==> config.mk <==
export PLATFORM = sky130hd
export DESIGN_NAME = sleep_and_module_clock_gating
export DESIGN_NICKNAME = d
export VERILOG_FILES = /design/src/design/sleep_gate_pkg.sv /design/src/design/sleep_and_module_clock_gating.sv
export VERILOG_INCLUDE_DIRS = /design/src /design/src/design
export SDC_FILE = /design/constraint.sdc
export NUM_CORES = 1
export LEC_CHECK = 0
export ABC_AREA = 0
export ABC_CLOCK_PERIOD_IN_PS = 3300
export BUFFER_PORTS_ARGS = -buffer_cell sky130_fd_sc_hd__buf_4
export CORE_MARGIN = 2
export CORE_UTILIZATION = 40
export DETAILED_ROUTE_END_ITERATION = 8
export PLACE_DENSITY = 0.65
export SYNTH_ARGS = -nofsm -noshare
export SYNTH_HDL_FRONTEND = slang
export SYNTH_SLANG_ARGS = --single-unit
==> constraint.sdc <==
create_clock -name core_clk -period 3.3 [get_ports core_clk]
set_input_delay 0.66 -clock core_clk [delete_from_list [all_inputs] [get_ports core_clk]]
set_output_delay 0.66 -clock core_clk [all_outputs]
set_load 0.03 [all_outputs]
==> src/design/sleep_gate_params.svh <==
// Offsets, field positions, reset values and cycle counts of the sleep controller
`ifndef SLEEP_GATE_PARAMS_SVH
`define SLEEP_GATE_PARAMS_SVH
`define SLP_ADDR_SLEEP_CTRL 4'h0
`define SLP_ADDR_CLOCK_GATE 4'h1
`define SLP_ADDR_STATUS 4'h2
`define SLP_ARM_BIT 0
`define SLP_MODE_LSB 1
`define SLP_MODE_MSB 3
`define SLP_CTRL_RESET 8'h00
`define SLP_GATE_RESET 8'h00
`define SLP_MODE_IDLE 3'h0
`define SLP_MODE_NOISE 3'h1
`define SLP_MODE_PDOWN 3'h2
`define SLP_MODE_STANDBY 3'h6
`define SLP_GATE_STAGE2 7
`define SLP_GATE_STAGE1 6
`define SLP_GATE_STAGE0 5
`define SLP_GATE_TIMER1 4
`define SLP_GATE_TIMER0 3
`define SLP_GATE_SPI 2
`define SLP_GATE_SERIAL 1
`define SLP_GATE_CONV 0
`define SLP_XTAL_FUSE_MIN 4'h8
`define SLP_HALT_CYCLES 16'h0004
`define SLP_STANDBY_CYCLES 16'h0006
`endif

==> src/design/sleep_gate_pkg.sv <==
// Types shared by the sleep and module clock gating controller
package sleep_gate_pkg;
	typedef enum logic [3:0] {
		ST_ACTIVE = 4'b0001,
		ST_SLEEP = 4'b0010,
		ST_RESTART = 4'b0100,
		ST_HALT = 4'b1000
	} sleep_state_e;

	typedef enum logic [3:0] {
		MD_IDLE = 4'b0001,
		MD_NOISE = 4'b0010,
		MD_PDOWN = 4'b0100,
		MD_STANDBY = 4'b1000
	} sleep_mode_e;

	typedef struct packed {
		logic cpu;
		logic flash;
		logic io;
		logic conv;
		logic pll;
		logic main_osc;
	} clk_en_s;

	typedef struct packed {
		logic any_irq;
		logic conv_done;
		logic timer;
		logic nvm_ready;
		logic stage_ctrl;
	} wake_src_s;
endpackage : sleep_gate_pkg

==> src/design/sleep_and_module_clock_gating.sv <==
// Sleep mode sequencing and per-peripheral clock gating controller
//
// Function
// - Select 000 gives idle: only cpu and flash clocks stop.
// - After an interrupt wake, hold the processor four cycles beyond start-up.
// - Select 001 gives noise reduction: io, cpu, flash stop; converter, pll, oscillator run.
// - Entering noise reduction with converter enabled starts a conversion automatically.
// - Noise reduction wakes on conversion done, resets, timer, nonvolatile ready, level lines.
// - Select 010 gives power-down: oscillator and all generated clocks stop.
// - Power-down wakes only on resets, stage controller interrupt, level lines.
// - Power-down wake waits the fuse-selected restart delay.
// - Select 110 with crystal gives standby: power-down but oscillator keeps running.
// - Standby resumes six cycles after a valid wake.
// - A set gate bit freezes the peripheral and blocks its register access.
// - Clearing a gate bit restarts the clock; peripheral resumes its frozen state.
// - Per-module gating matters only in active and idle modes, and for the converter (bit 0) in noise reduction too.
// - Bits 7,6,5 stop stage controllers 2,1,0.
// - Bits 4,3 stop timer 1 and timer 0.
// - Bit 2 stops the serial peripheral, bit 1 the serial port.
// - Bit 0 stops the converter clock; comparator loses the converter multiplexer.
// - An enabled converter stays enabled in sleep; re-enable makes next conversion extended.
// - Power-down and standby disable the comparator unless it uses the internal reference.
// - With io and converter clocks stopped, input buffers are disabled except wake inputs.
// - Enabled watchdog and brown-out detector keep running in every sleep mode.
// - With the debug fuse set, the main oscillator runs in every sleep mode.
//
// Local design decisions: the strobed register port and the placing of the registers.
`timescale 1ns/1ns
`include "sleep_gate_params.svh"

module sleep_and_module_clock_gating #(
	parameter int unsigned PDOWN_WAKE_SHORT = 1024,
	parameter int unsigned PDOWN_WAKE_LONG = 16384
) (
	input wire logic core_clk,
	input wire logic resetn,
	input wire logic [3:0] reg_addr,
	input wire logic [7:0] reg_wdata,
	input wire logic reg_wr,
	input wire logic reg_rd,
	output logic [7:0] reg_rdata,
	input wire logic sleep_instr,
	input wire sleep_gate_pkg::wake_src_s wake_src,
	input wire logic [3:0] external_interrupt_lines,
	input wire logic [3:0] clock_source_fuse,
	input wire logic debug_enable_fuse,
	input wire logic converter_enable,
	input wire logic comparator_enable,
	input wire logic comparator_uses_ref,
	input wire logic watchdog_enable,
	input wire logic brownout_enable,
	output sleep_gate_pkg::clk_en_s clk_en,
	output logic [7:0] periph_clk_en,
	output logic [7:0] periph_reg_block,
	output logic cpu_halt,
	output logic conv_start,
	output logic conv_extended,
	output logic conv_keep_enabled,
	output logic comparator_off,
	output logic comparator_mux_block,
	output logic input_buf_disable,
	output logic watchdog_run,
	output logic brownout_run
);
	logic [1:0] rst_sync;
	logic rst_n;
	logic [3:0] ext_meta;
	logic [3:0] ext_sync;

	logic [7:0] sleep_control_register;
	logic [7:0] peripheral_clock_gate;

	sleep_gate_pkg::sleep_state_e state;
	sleep_gate_pkg::sleep_state_e next_state;
	sleep_gate_pkg::sleep_mode_e mode;
	sleep_gate_pkg::sleep_mode_e next_mode;
	sleep_gate_pkg::clk_en_s next_clk_en;
	logic [15:0] count;
	logic [15:0] next_count;
	logic [15:0] restart_cycles;

	logic wake;
	logic level_wake;
	logic xtal_source;
	logic sleep_arm;
	logic [2:0] sleep_mode_select;
	logic conv_en_q;

	assign rst_n = rst_sync[1];
	assign sleep_arm = sleep_control_register[`SLP_ARM_BIT];
	assign sleep_mode_select = sleep_control_register[`SLP_MODE_MSB:`SLP_MODE_LSB];
	assign xtal_source = clock_source_fuse >= `SLP_XTAL_FUSE_MIN;
	// Level lines reach here only once synchronised; a short pulse may be missed
	assign level_wake = |ext_sync;

	// Reset asserts at once but leaves on two edges, so no flop sees a runt release
	always_ff @(posedge core_clk or negedge resetn) begin
		if (!resetn) begin
			rst_sync <= 2'h0;
		end else begin
			rst_sync <= {rst_sync[0], 1'b1};
		end
	end

	// Level lines come from pins, two flops before any logic reads them
	always_ff @(posedge core_clk or negedge rst_n) begin
		if (!rst_n) begin
			ext_meta <= 4'h0;
			ext_sync <= 4'h0;
		end else begin
			ext_meta <= external_interrupt_lines;
			ext_sync <= ext_meta;
		end
	end

	// Register writes
	always_ff @(posedge core_clk or negedge rst_n) begin
		if (!rst_n) begin
			sleep_control_register <= `SLP_CTRL_RESET;
		end else if (reg_wr && reg_addr == `SLP_ADDR_SLEEP_CTRL) begin
			sleep_control_register <= {4'h0, reg_wdata[3:0]};
		end
	end

	// Gate bits hold while set; clearing lets the clock back on untouched
	always_ff @(posedge core_clk or negedge rst_n) begin
		if (!rst_n) begin
			peripheral_clock_gate <= `SLP_GATE_RESET;
		end else if (reg_wr && reg_addr == `SLP_ADDR_CLOCK_GATE) begin
			peripheral_clock_gate <= reg_wdata;
		end
	end

	// Register reads, data one cycle after the strobe
	always_ff @(posedge core_clk or negedge rst_n) begin
		if (!rst_n) begin
			reg_rdata <= 8'h00;
		end else if (reg_rd) begin
			case (reg_addr)
				`SLP_ADDR_SLEEP_CTRL: reg_rdata <= sleep_control_register;
				`SLP_ADDR_CLOCK_GATE: reg_rdata <= peripheral_clock_gate;
				`SLP_ADDR_STATUS: reg_rdata <= {state, mode};
				default: reg_rdata <= 8'h00;
			endcase
		end else begin
			reg_rdata <= 8'h00;
		end
	end

	// Wake qualification per mode; resets wake through resetn itself
	always_comb begin
		case (mode)
			sleep_gate_pkg::MD_IDLE: wake = wake_src.any_irq | level_wake;
			sleep_gate_pkg::MD_NOISE: wake = wake_src.conv_done | wake_src.timer | wake_src.nvm_ready
				| level_wake;
			sleep_gate_pkg::MD_PDOWN: wake = wake_src.stage_ctrl | level_wake;
			sleep_gate_pkg::MD_STANDBY: wake = wake_src.stage_ctrl | level_wake;
			default: wake = 1'b0;
		endcase
	end

	// Restart delay: fuse picks the power-down delay, standby is fixed
	always_comb begin
		case (mode)
			sleep_gate_pkg::MD_PDOWN: begin
				if (clock_source_fuse[0]) begin
					restart_cycles = 16'(PDOWN_WAKE_LONG);
				end else begin
					restart_cycles = 16'(PDOWN_WAKE_SHORT);
				end
			end
			sleep_gate_pkg::MD_STANDBY: restart_cycles = `SLP_STANDBY_CYCLES;
			default: restart_cycles = 16'h0000;
		endcase
	end

	// Mode decode at the sleep instruction
	always_comb begin
		case (sleep_mode_select)
			`SLP_MODE_IDLE: next_mode = sleep_gate_pkg::MD_IDLE;
			`SLP_MODE_NOISE: next_mode = sleep_gate_pkg::MD_NOISE;
			`SLP_MODE_PDOWN: next_mode = sleep_gate_pkg::MD_PDOWN;
			`SLP_MODE_STANDBY: begin
				if (xtal_source) begin
					next_mode = sleep_gate_pkg::MD_STANDBY;
				end else begin
					next_mode = sleep_gate_pkg::MD_PDOWN;
				end
			end
			default: next_mode = sleep_gate_pkg::MD_IDLE;
		endcase
	end

	// Sequencer
	always_comb begin
		next_state = state;
		next_count = count;
		case (state)
			sleep_gate_pkg::ST_ACTIVE: begin
				if (sleep_instr && sleep_arm) begin
					next_state = sleep_gate_pkg::ST_SLEEP;
				end
			end
			// Counters load one less, so each wait lasts exactly its count
			sleep_gate_pkg::ST_SLEEP: begin
				if (wake) begin
					if (restart_cycles == 16'h0000) begin
						next_state = sleep_gate_pkg::ST_HALT;
						next_count = `SLP_HALT_CYCLES - 16'h0001;
					end else begin
						next_state = sleep_gate_pkg::ST_RESTART;
						next_count = restart_cycles - 16'h0001;
					end
				end
			end
			sleep_gate_pkg::ST_RESTART: begin
				if (count == 16'h0000) begin
					next_state = sleep_gate_pkg::ST_HALT;
					next_count = `SLP_HALT_CYCLES - 16'h0001;
				end else begin
					next_count = count - 16'h0001;
				end
			end
			sleep_gate_pkg::ST_HALT: begin
				if (count == 16'h0000) begin
					next_state = sleep_gate_pkg::ST_ACTIVE;
				end else begin
					next_count = count - 16'h0001;
				end
			end
			default: begin
				next_state = sleep_gate_pkg::ST_ACTIVE;
				next_count = 16'h0000;
			end
		endcase
	end

	always_ff @(posedge core_clk or negedge rst_n) begin
		if (!rst_n) begin
			state <= sleep_gate_pkg::ST_ACTIVE;
			count <= 16'h0000;
		end else begin
			state <= next_state;
			count <= next_count;
		end
	end

	// Mode is frozen for the whole sleep; select writes meanwhile apply next time
	always_ff @(posedge core_clk or negedge rst_n) begin
		if (!rst_n) begin
			mode <= sleep_gate_pkg::MD_IDLE;
		end else if (state == sleep_gate_pkg::ST_ACTIVE && next_state == sleep_gate_pkg::ST_SLEEP) begin
			mode <= next_mode;
		end
	end

	// Clock domain enables for the coming cycle
	always_comb begin
		next_clk_en = '1;
		case (next_state)
			sleep_gate_pkg::ST_SLEEP: begin
				next_clk_en.cpu = 1'b0;
				next_clk_en.flash = 1'b0;
				case (next_mode_hold())
					sleep_gate_pkg::MD_NOISE: next_clk_en.io = 1'b0;
					sleep_gate_pkg::MD_PDOWN: next_clk_en = '0;
					sleep_gate_pkg::MD_STANDBY: begin
						next_clk_en = '0;
						next_clk_en.main_osc = 1'b1;
					end
					default: next_clk_en.io = 1'b1;
				endcase
			end
			sleep_gate_pkg::ST_RESTART: begin
				// Oscillator settles before anything downstream runs
				next_clk_en = '0;
				next_clk_en.main_osc = 1'b1;
			end
			sleep_gate_pkg::ST_HALT: next_clk_en.cpu = 1'b0;
			default: next_clk_en = '1;
		endcase
		if (debug_enable_fuse) begin
			next_clk_en.main_osc = 1'b1;
		end
	end

	// Mode that applies to the coming cycle
	// Mode only loads on the sleep edge, so the entry cycle needs the decode
	function automatic sleep_gate_pkg::sleep_mode_e next_mode_hold();
		if (state == sleep_gate_pkg::ST_ACTIVE) begin
			return next_mode;
		end
		return mode;
	endfunction : next_mode_hold

	// Enables load with the state, so no domain runs a stale cycle
	always_ff @(posedge core_clk or negedge rst_n) begin
		if (!rst_n) begin
			clk_en <= '1;
			cpu_halt <= 1'b0;
		end else begin
			clk_en <= next_clk_en;
			cpu_halt <= next_state != sleep_gate_pkg::ST_ACTIVE;
		end
	end

	// Per-peripheral gating rides on the domain clock, so it only bites in active and idle, plus the converter bit in noise reduction
	always_ff @(posedge core_clk or negedge rst_n) begin
		if (!rst_n) begin
			periph_clk_en <= 8'hff;
			periph_reg_block <= 8'h00;
			comparator_mux_block <= 1'b0;
		end else begin
			// All but the converter ride on the io domain
			periph_clk_en[`SLP_GATE_STAGE2] <= next_clk_en.io & ~peripheral_clock_gate[`SLP_GATE_STAGE2];
			periph_clk_en[`SLP_GATE_STAGE1] <= next_clk_en.io & ~peripheral_clock_gate[`SLP_GATE_STAGE1];
			periph_clk_en[`SLP_GATE_STAGE0] <= next_clk_en.io & ~peripheral_clock_gate[`SLP_GATE_STAGE0];
			periph_clk_en[`SLP_GATE_TIMER1] <= next_clk_en.io & ~peripheral_clock_gate[`SLP_GATE_TIMER1];
			periph_clk_en[`SLP_GATE_TIMER0] <= next_clk_en.io & ~peripheral_clock_gate[`SLP_GATE_TIMER0];
			periph_clk_en[`SLP_GATE_SPI] <= next_clk_en.io & ~peripheral_clock_gate[`SLP_GATE_SPI];
			periph_clk_en[`SLP_GATE_SERIAL] <= next_clk_en.io & ~peripheral_clock_gate[`SLP_GATE_SERIAL];
			periph_clk_en[`SLP_GATE_CONV] <= next_clk_en.conv & ~peripheral_clock_gate[`SLP_GATE_CONV];
			periph_reg_block <= peripheral_clock_gate;
			comparator_mux_block <= peripheral_clock_gate[`SLP_GATE_CONV];
		end
	end

	// Converter and comparator side effects
	always_ff @(posedge core_clk or negedge rst_n) begin
		if (!rst_n) begin
			conv_en_q <= 1'b0;
			conv_start <= 1'b0;
			conv_extended <= 1'b1;
			conv_keep_enabled <= 1'b0;
		end else begin
			conv_en_q <= converter_enable;
			conv_keep_enabled <= converter_enable;
			conv_start <= state == sleep_gate_pkg::ST_ACTIVE && next_state == sleep_gate_pkg::ST_SLEEP
				&& next_mode == sleep_gate_pkg::MD_NOISE && converter_enable;
			// Set wins over clear, so a re-enable beside a start still marks an extended run
			if (!conv_en_q && converter_enable) begin
				conv_extended <= 1'b1;
			end else if (conv_start) begin
				conv_extended <= 1'b0;
			end
		end
	end

	always_ff @(posedge core_clk or negedge rst_n) begin
		if (!rst_n) begin
			comparator_off <= 1'b0;
			input_buf_disable <= 1'b0;
			watchdog_run <= 1'b0;
			brownout_run <= 1'b0;
		end else begin
			comparator_off <= next_state == sleep_gate_pkg::ST_SLEEP && comparator_enable && !comparator_uses_ref
				&& (next_mode_hold() == sleep_gate_pkg::MD_PDOWN
				|| next_mode_hold() == sleep_gate_pkg::MD_STANDBY);
			// External level lines keep their buffers; they are the wake path
			input_buf_disable <= next_state == sleep_gate_pkg::ST_SLEEP && !next_clk_en.io && !next_clk_en.conv;
			// Watchdog and brown-out follow their own enables, never the sleep mode
			watchdog_run <= watchdog_enable;
			brownout_run <= brownout_enable;
		end
	end
endmodule : sleep_and_module_clock_gating

==> metrics.txt <==
outcome=completed; critical path class=flip-flop to flip-flop; Final #Nets=around 430; clk sink count=83; Final Max Tran Viols=0; drt drc=0; CP Max Fanout=24; final WL=around 7700 um; slew at the pin closest to its max-slew limit=just over 1000 ps; count of input and output buffers=72; compound-cell area share of the yosys netlist=approximately 16%; Die H=a little under 100 um; main combinational cell family by area after synthesis=compound AO/OA/AOI/OAI gates; initial core utilization=41.6%; final setup fails=0; Slew Limit Headroom=approximately a third; post-synthesis area per instance=roughly 12 um^2; via count=approximately 2600; Area Growth Syn to Fin=23.8%; Max VDD drop=about 0.41 mV; placer congestion estimate=approximately 0.78; largest net degree at the start of global routing=82; ys flop type=dfrtp_1; Synth Area in XOR/XNOR=less than 1%; clk slew on worst S/H paths=around 90 ps; DR iter-0 viols=between 100 and 150; RSZ-0062 raised after global routing=no; DRT antenna net count=0; CP required=between 3000 and 4000 ps; Setup WS post-layout=874 ps; Synth Area in Adders=slightly above 1%; async set-reset flop share out of synthesis=between 90% and 100%; detailed placement HPWL=5490 um; Startpoint Class=flip-flop; Top Ports=75; Synth Area in Simple Gates=~16%; # Max-Cap Violations=0; cts hold-fix bufs=0; Seq cells post-synth=83; root buf cell=clkbuf_8; Final Core Density=51.5%; Routed wire per std cell=~15 um; leading area contributor after synthesis=dfrtp_1; FP Rows=34; Core Area=between 0.008 and 0.009 mm^2; PwrDens=677 mW/mm^2; Synth warnings=0; Via density=~5.2; Clock Tree Buf Depth=2; Area contributors post-synth=dfrtp_1, dfstp_2, mux2_2; Fin Clk Skew=about 11 ps; Detailed Routing Iterations Pass 1=4; Mapped Cells=~320; Die Area=between 0.009 and 0.01 mm^2; Final period util=between 70% and 80%; fill count=a little over 800; setup TNS=0 ps; mux cell area share after synthesis=roughly 5.5%; Post-CTS Setup Inserts=0; post-layout min period=2430 ps; FMAX=roughly 400 MHz; r2r setup slk=around 900 ps; mapped cell area=0.00364 mm^2; CTS buffer count=9; Worst Setup End Kind=flip-flop; Final Total Pwr=about 3100 uW; Unique masters post-synth=58; CTS tree=yes; deepest level of the CTS H-tree=3; post-synthesis sequential area ratio=a little under three fifths; reg2reg start=mode[1]$_DFFE_PN0P_; critical path arrival=about 2600 ps; gr ovfl total=0; final hold slack=86.3 ps; Antenna diodes=0; Post-CTS Resized=0; share of cells above drive strength 1=between 30% and 40%; vias in the first global route=2647; initial antenna violation count=0; Post-synth EDFFs=0; Synth top area share=about 46%; Crit. Startpoint=mode[1]$_DFFE_PN0P_; P_leak=around 0.0019 uW; worst slack at placement=roughly 850 ps; GRT Resource Usage Total=~16%; syn nets=between 300 and 400; final hold vios=0; global-route wire length before repair=around 13000 um; clock latency on the worst-skew pair=roughly 350 ps; Hold Crit Class=input pin to asynchronous set/reset pin; die width=99.5 um
[layout by cell type, fill, tap and decap left out, types with 4 or more instances in the layout]
cell / synthesis / routed
dfrtp_1: 67 / 66
nor4_1: 6 / 6
buf_4: 2 / 77
nor3_1: 13 / 13
mux2_1: 4 / 4
inv_1: 8 / 8
clkbuf_8: 0 / 10
mux2_2: 13 / 13
nand3_1: 7 / 7
nor2_2: 7 / 7
o21ai_1: 24 / 24
dfstp_2: 16 / 16
nand2b_1: 7 / 7
nor2_1: 15 / 15
nand2_1: 11 / 11
a31oi_1: 10 / 10
nor4b_1: 4 / 4
nor2b_1: 12 / 12
a21oi_1: 22 / 22
a22oi_1: 8 / 8
[flip-flops by register name, summed over array words and instances, names as in the netlist, 5 cells and up]
name                   count
peripheral_clock_gate      8
periph_reg_block           8
clk_en                     5
periph_clk_en              8
count                     16
reg_rdata                  8
[routing by layer]
metal,global-route usage [%],wire (um)
met1,22.6,3620
met2,25.7,3590
met3,4.85,374
met4,3.79,80
met5,0,0
[cells in the mapped netlist, types with 4 or more instances]
cell type,n
nand3_1,7
nor2_2,7
nand2b_1,7
inv_1,8
a31oi_1,10
o21ai_1,24
nand2_1,11
dfrtp_1,67
mux2_1,4
buf_2,5
nor4_1,6
a21oi_1,22
a22oi_1,8
nor2_1,15
mux2_2,13
nor3_1,13
nor4b_1,4
dfstp_2,16
nor2b_1,12
[critical path: stages, from the launching register on]
cell	delay, ps
dfrtp_1	540
or4b_4	560
o21a_1	240
a32oi_4	360
o21ai_4	250
nor3_1	220
o21ai_0	110
[stage by stage]
stage               instance area [um^2]  std cells
floorplan                           3640        316
global route                        4510        505
CTS                                 4510        505
finish                              4510        505
global placement                    4280        489
detailed placement                  4280        489
[worst paths after layout]
check                                   endpoint  cells after the start
min in group core_clk      ext_sync[0]$_DFF_PN0_                      0
max in group asynchronous  count[10]$_DFFE_PN0P_                      0
max reg2reg                count[11]$_DFFE_PN0P_                      6
min                        rst_sync[1]$_DFF_PN0_                      1
max                        count[11]$_DFFE_PN0P_                      6
min reg2reg                ext_sync[0]$_DFF_PN0_                      0
[kinds of logic after synthesis]
| family | after synthesis |
|---|---|
| compound gates | 87 |
| simple gates | 99 |
| fa+ha+maj | 3 |
| other cells | 1 |
| buf+inv | 23 |
| flops | 83 |
| xor+xnor | 2 |
| mux | 18 |
[layout make-up]
class,instances,area [um^2],area share (%)
multi-input cells,210,1430,31.6
well taps,108,135,3.00
repair buffers,77,578,12.8
inverters,11,41.3,0.915
flip-flops and latches,83,2100,46.6
clock buffers,10,138,3.05
clock inverters,6,93.8,2.08
[power breakdown]
group          total [uW]  internal (uW)  switching (uW)
combinational         868            340             528
clock                 835            454             382
sequential           1350           1200             153
total                3060           1990            1060
Power figures use the tool's default switching activity.
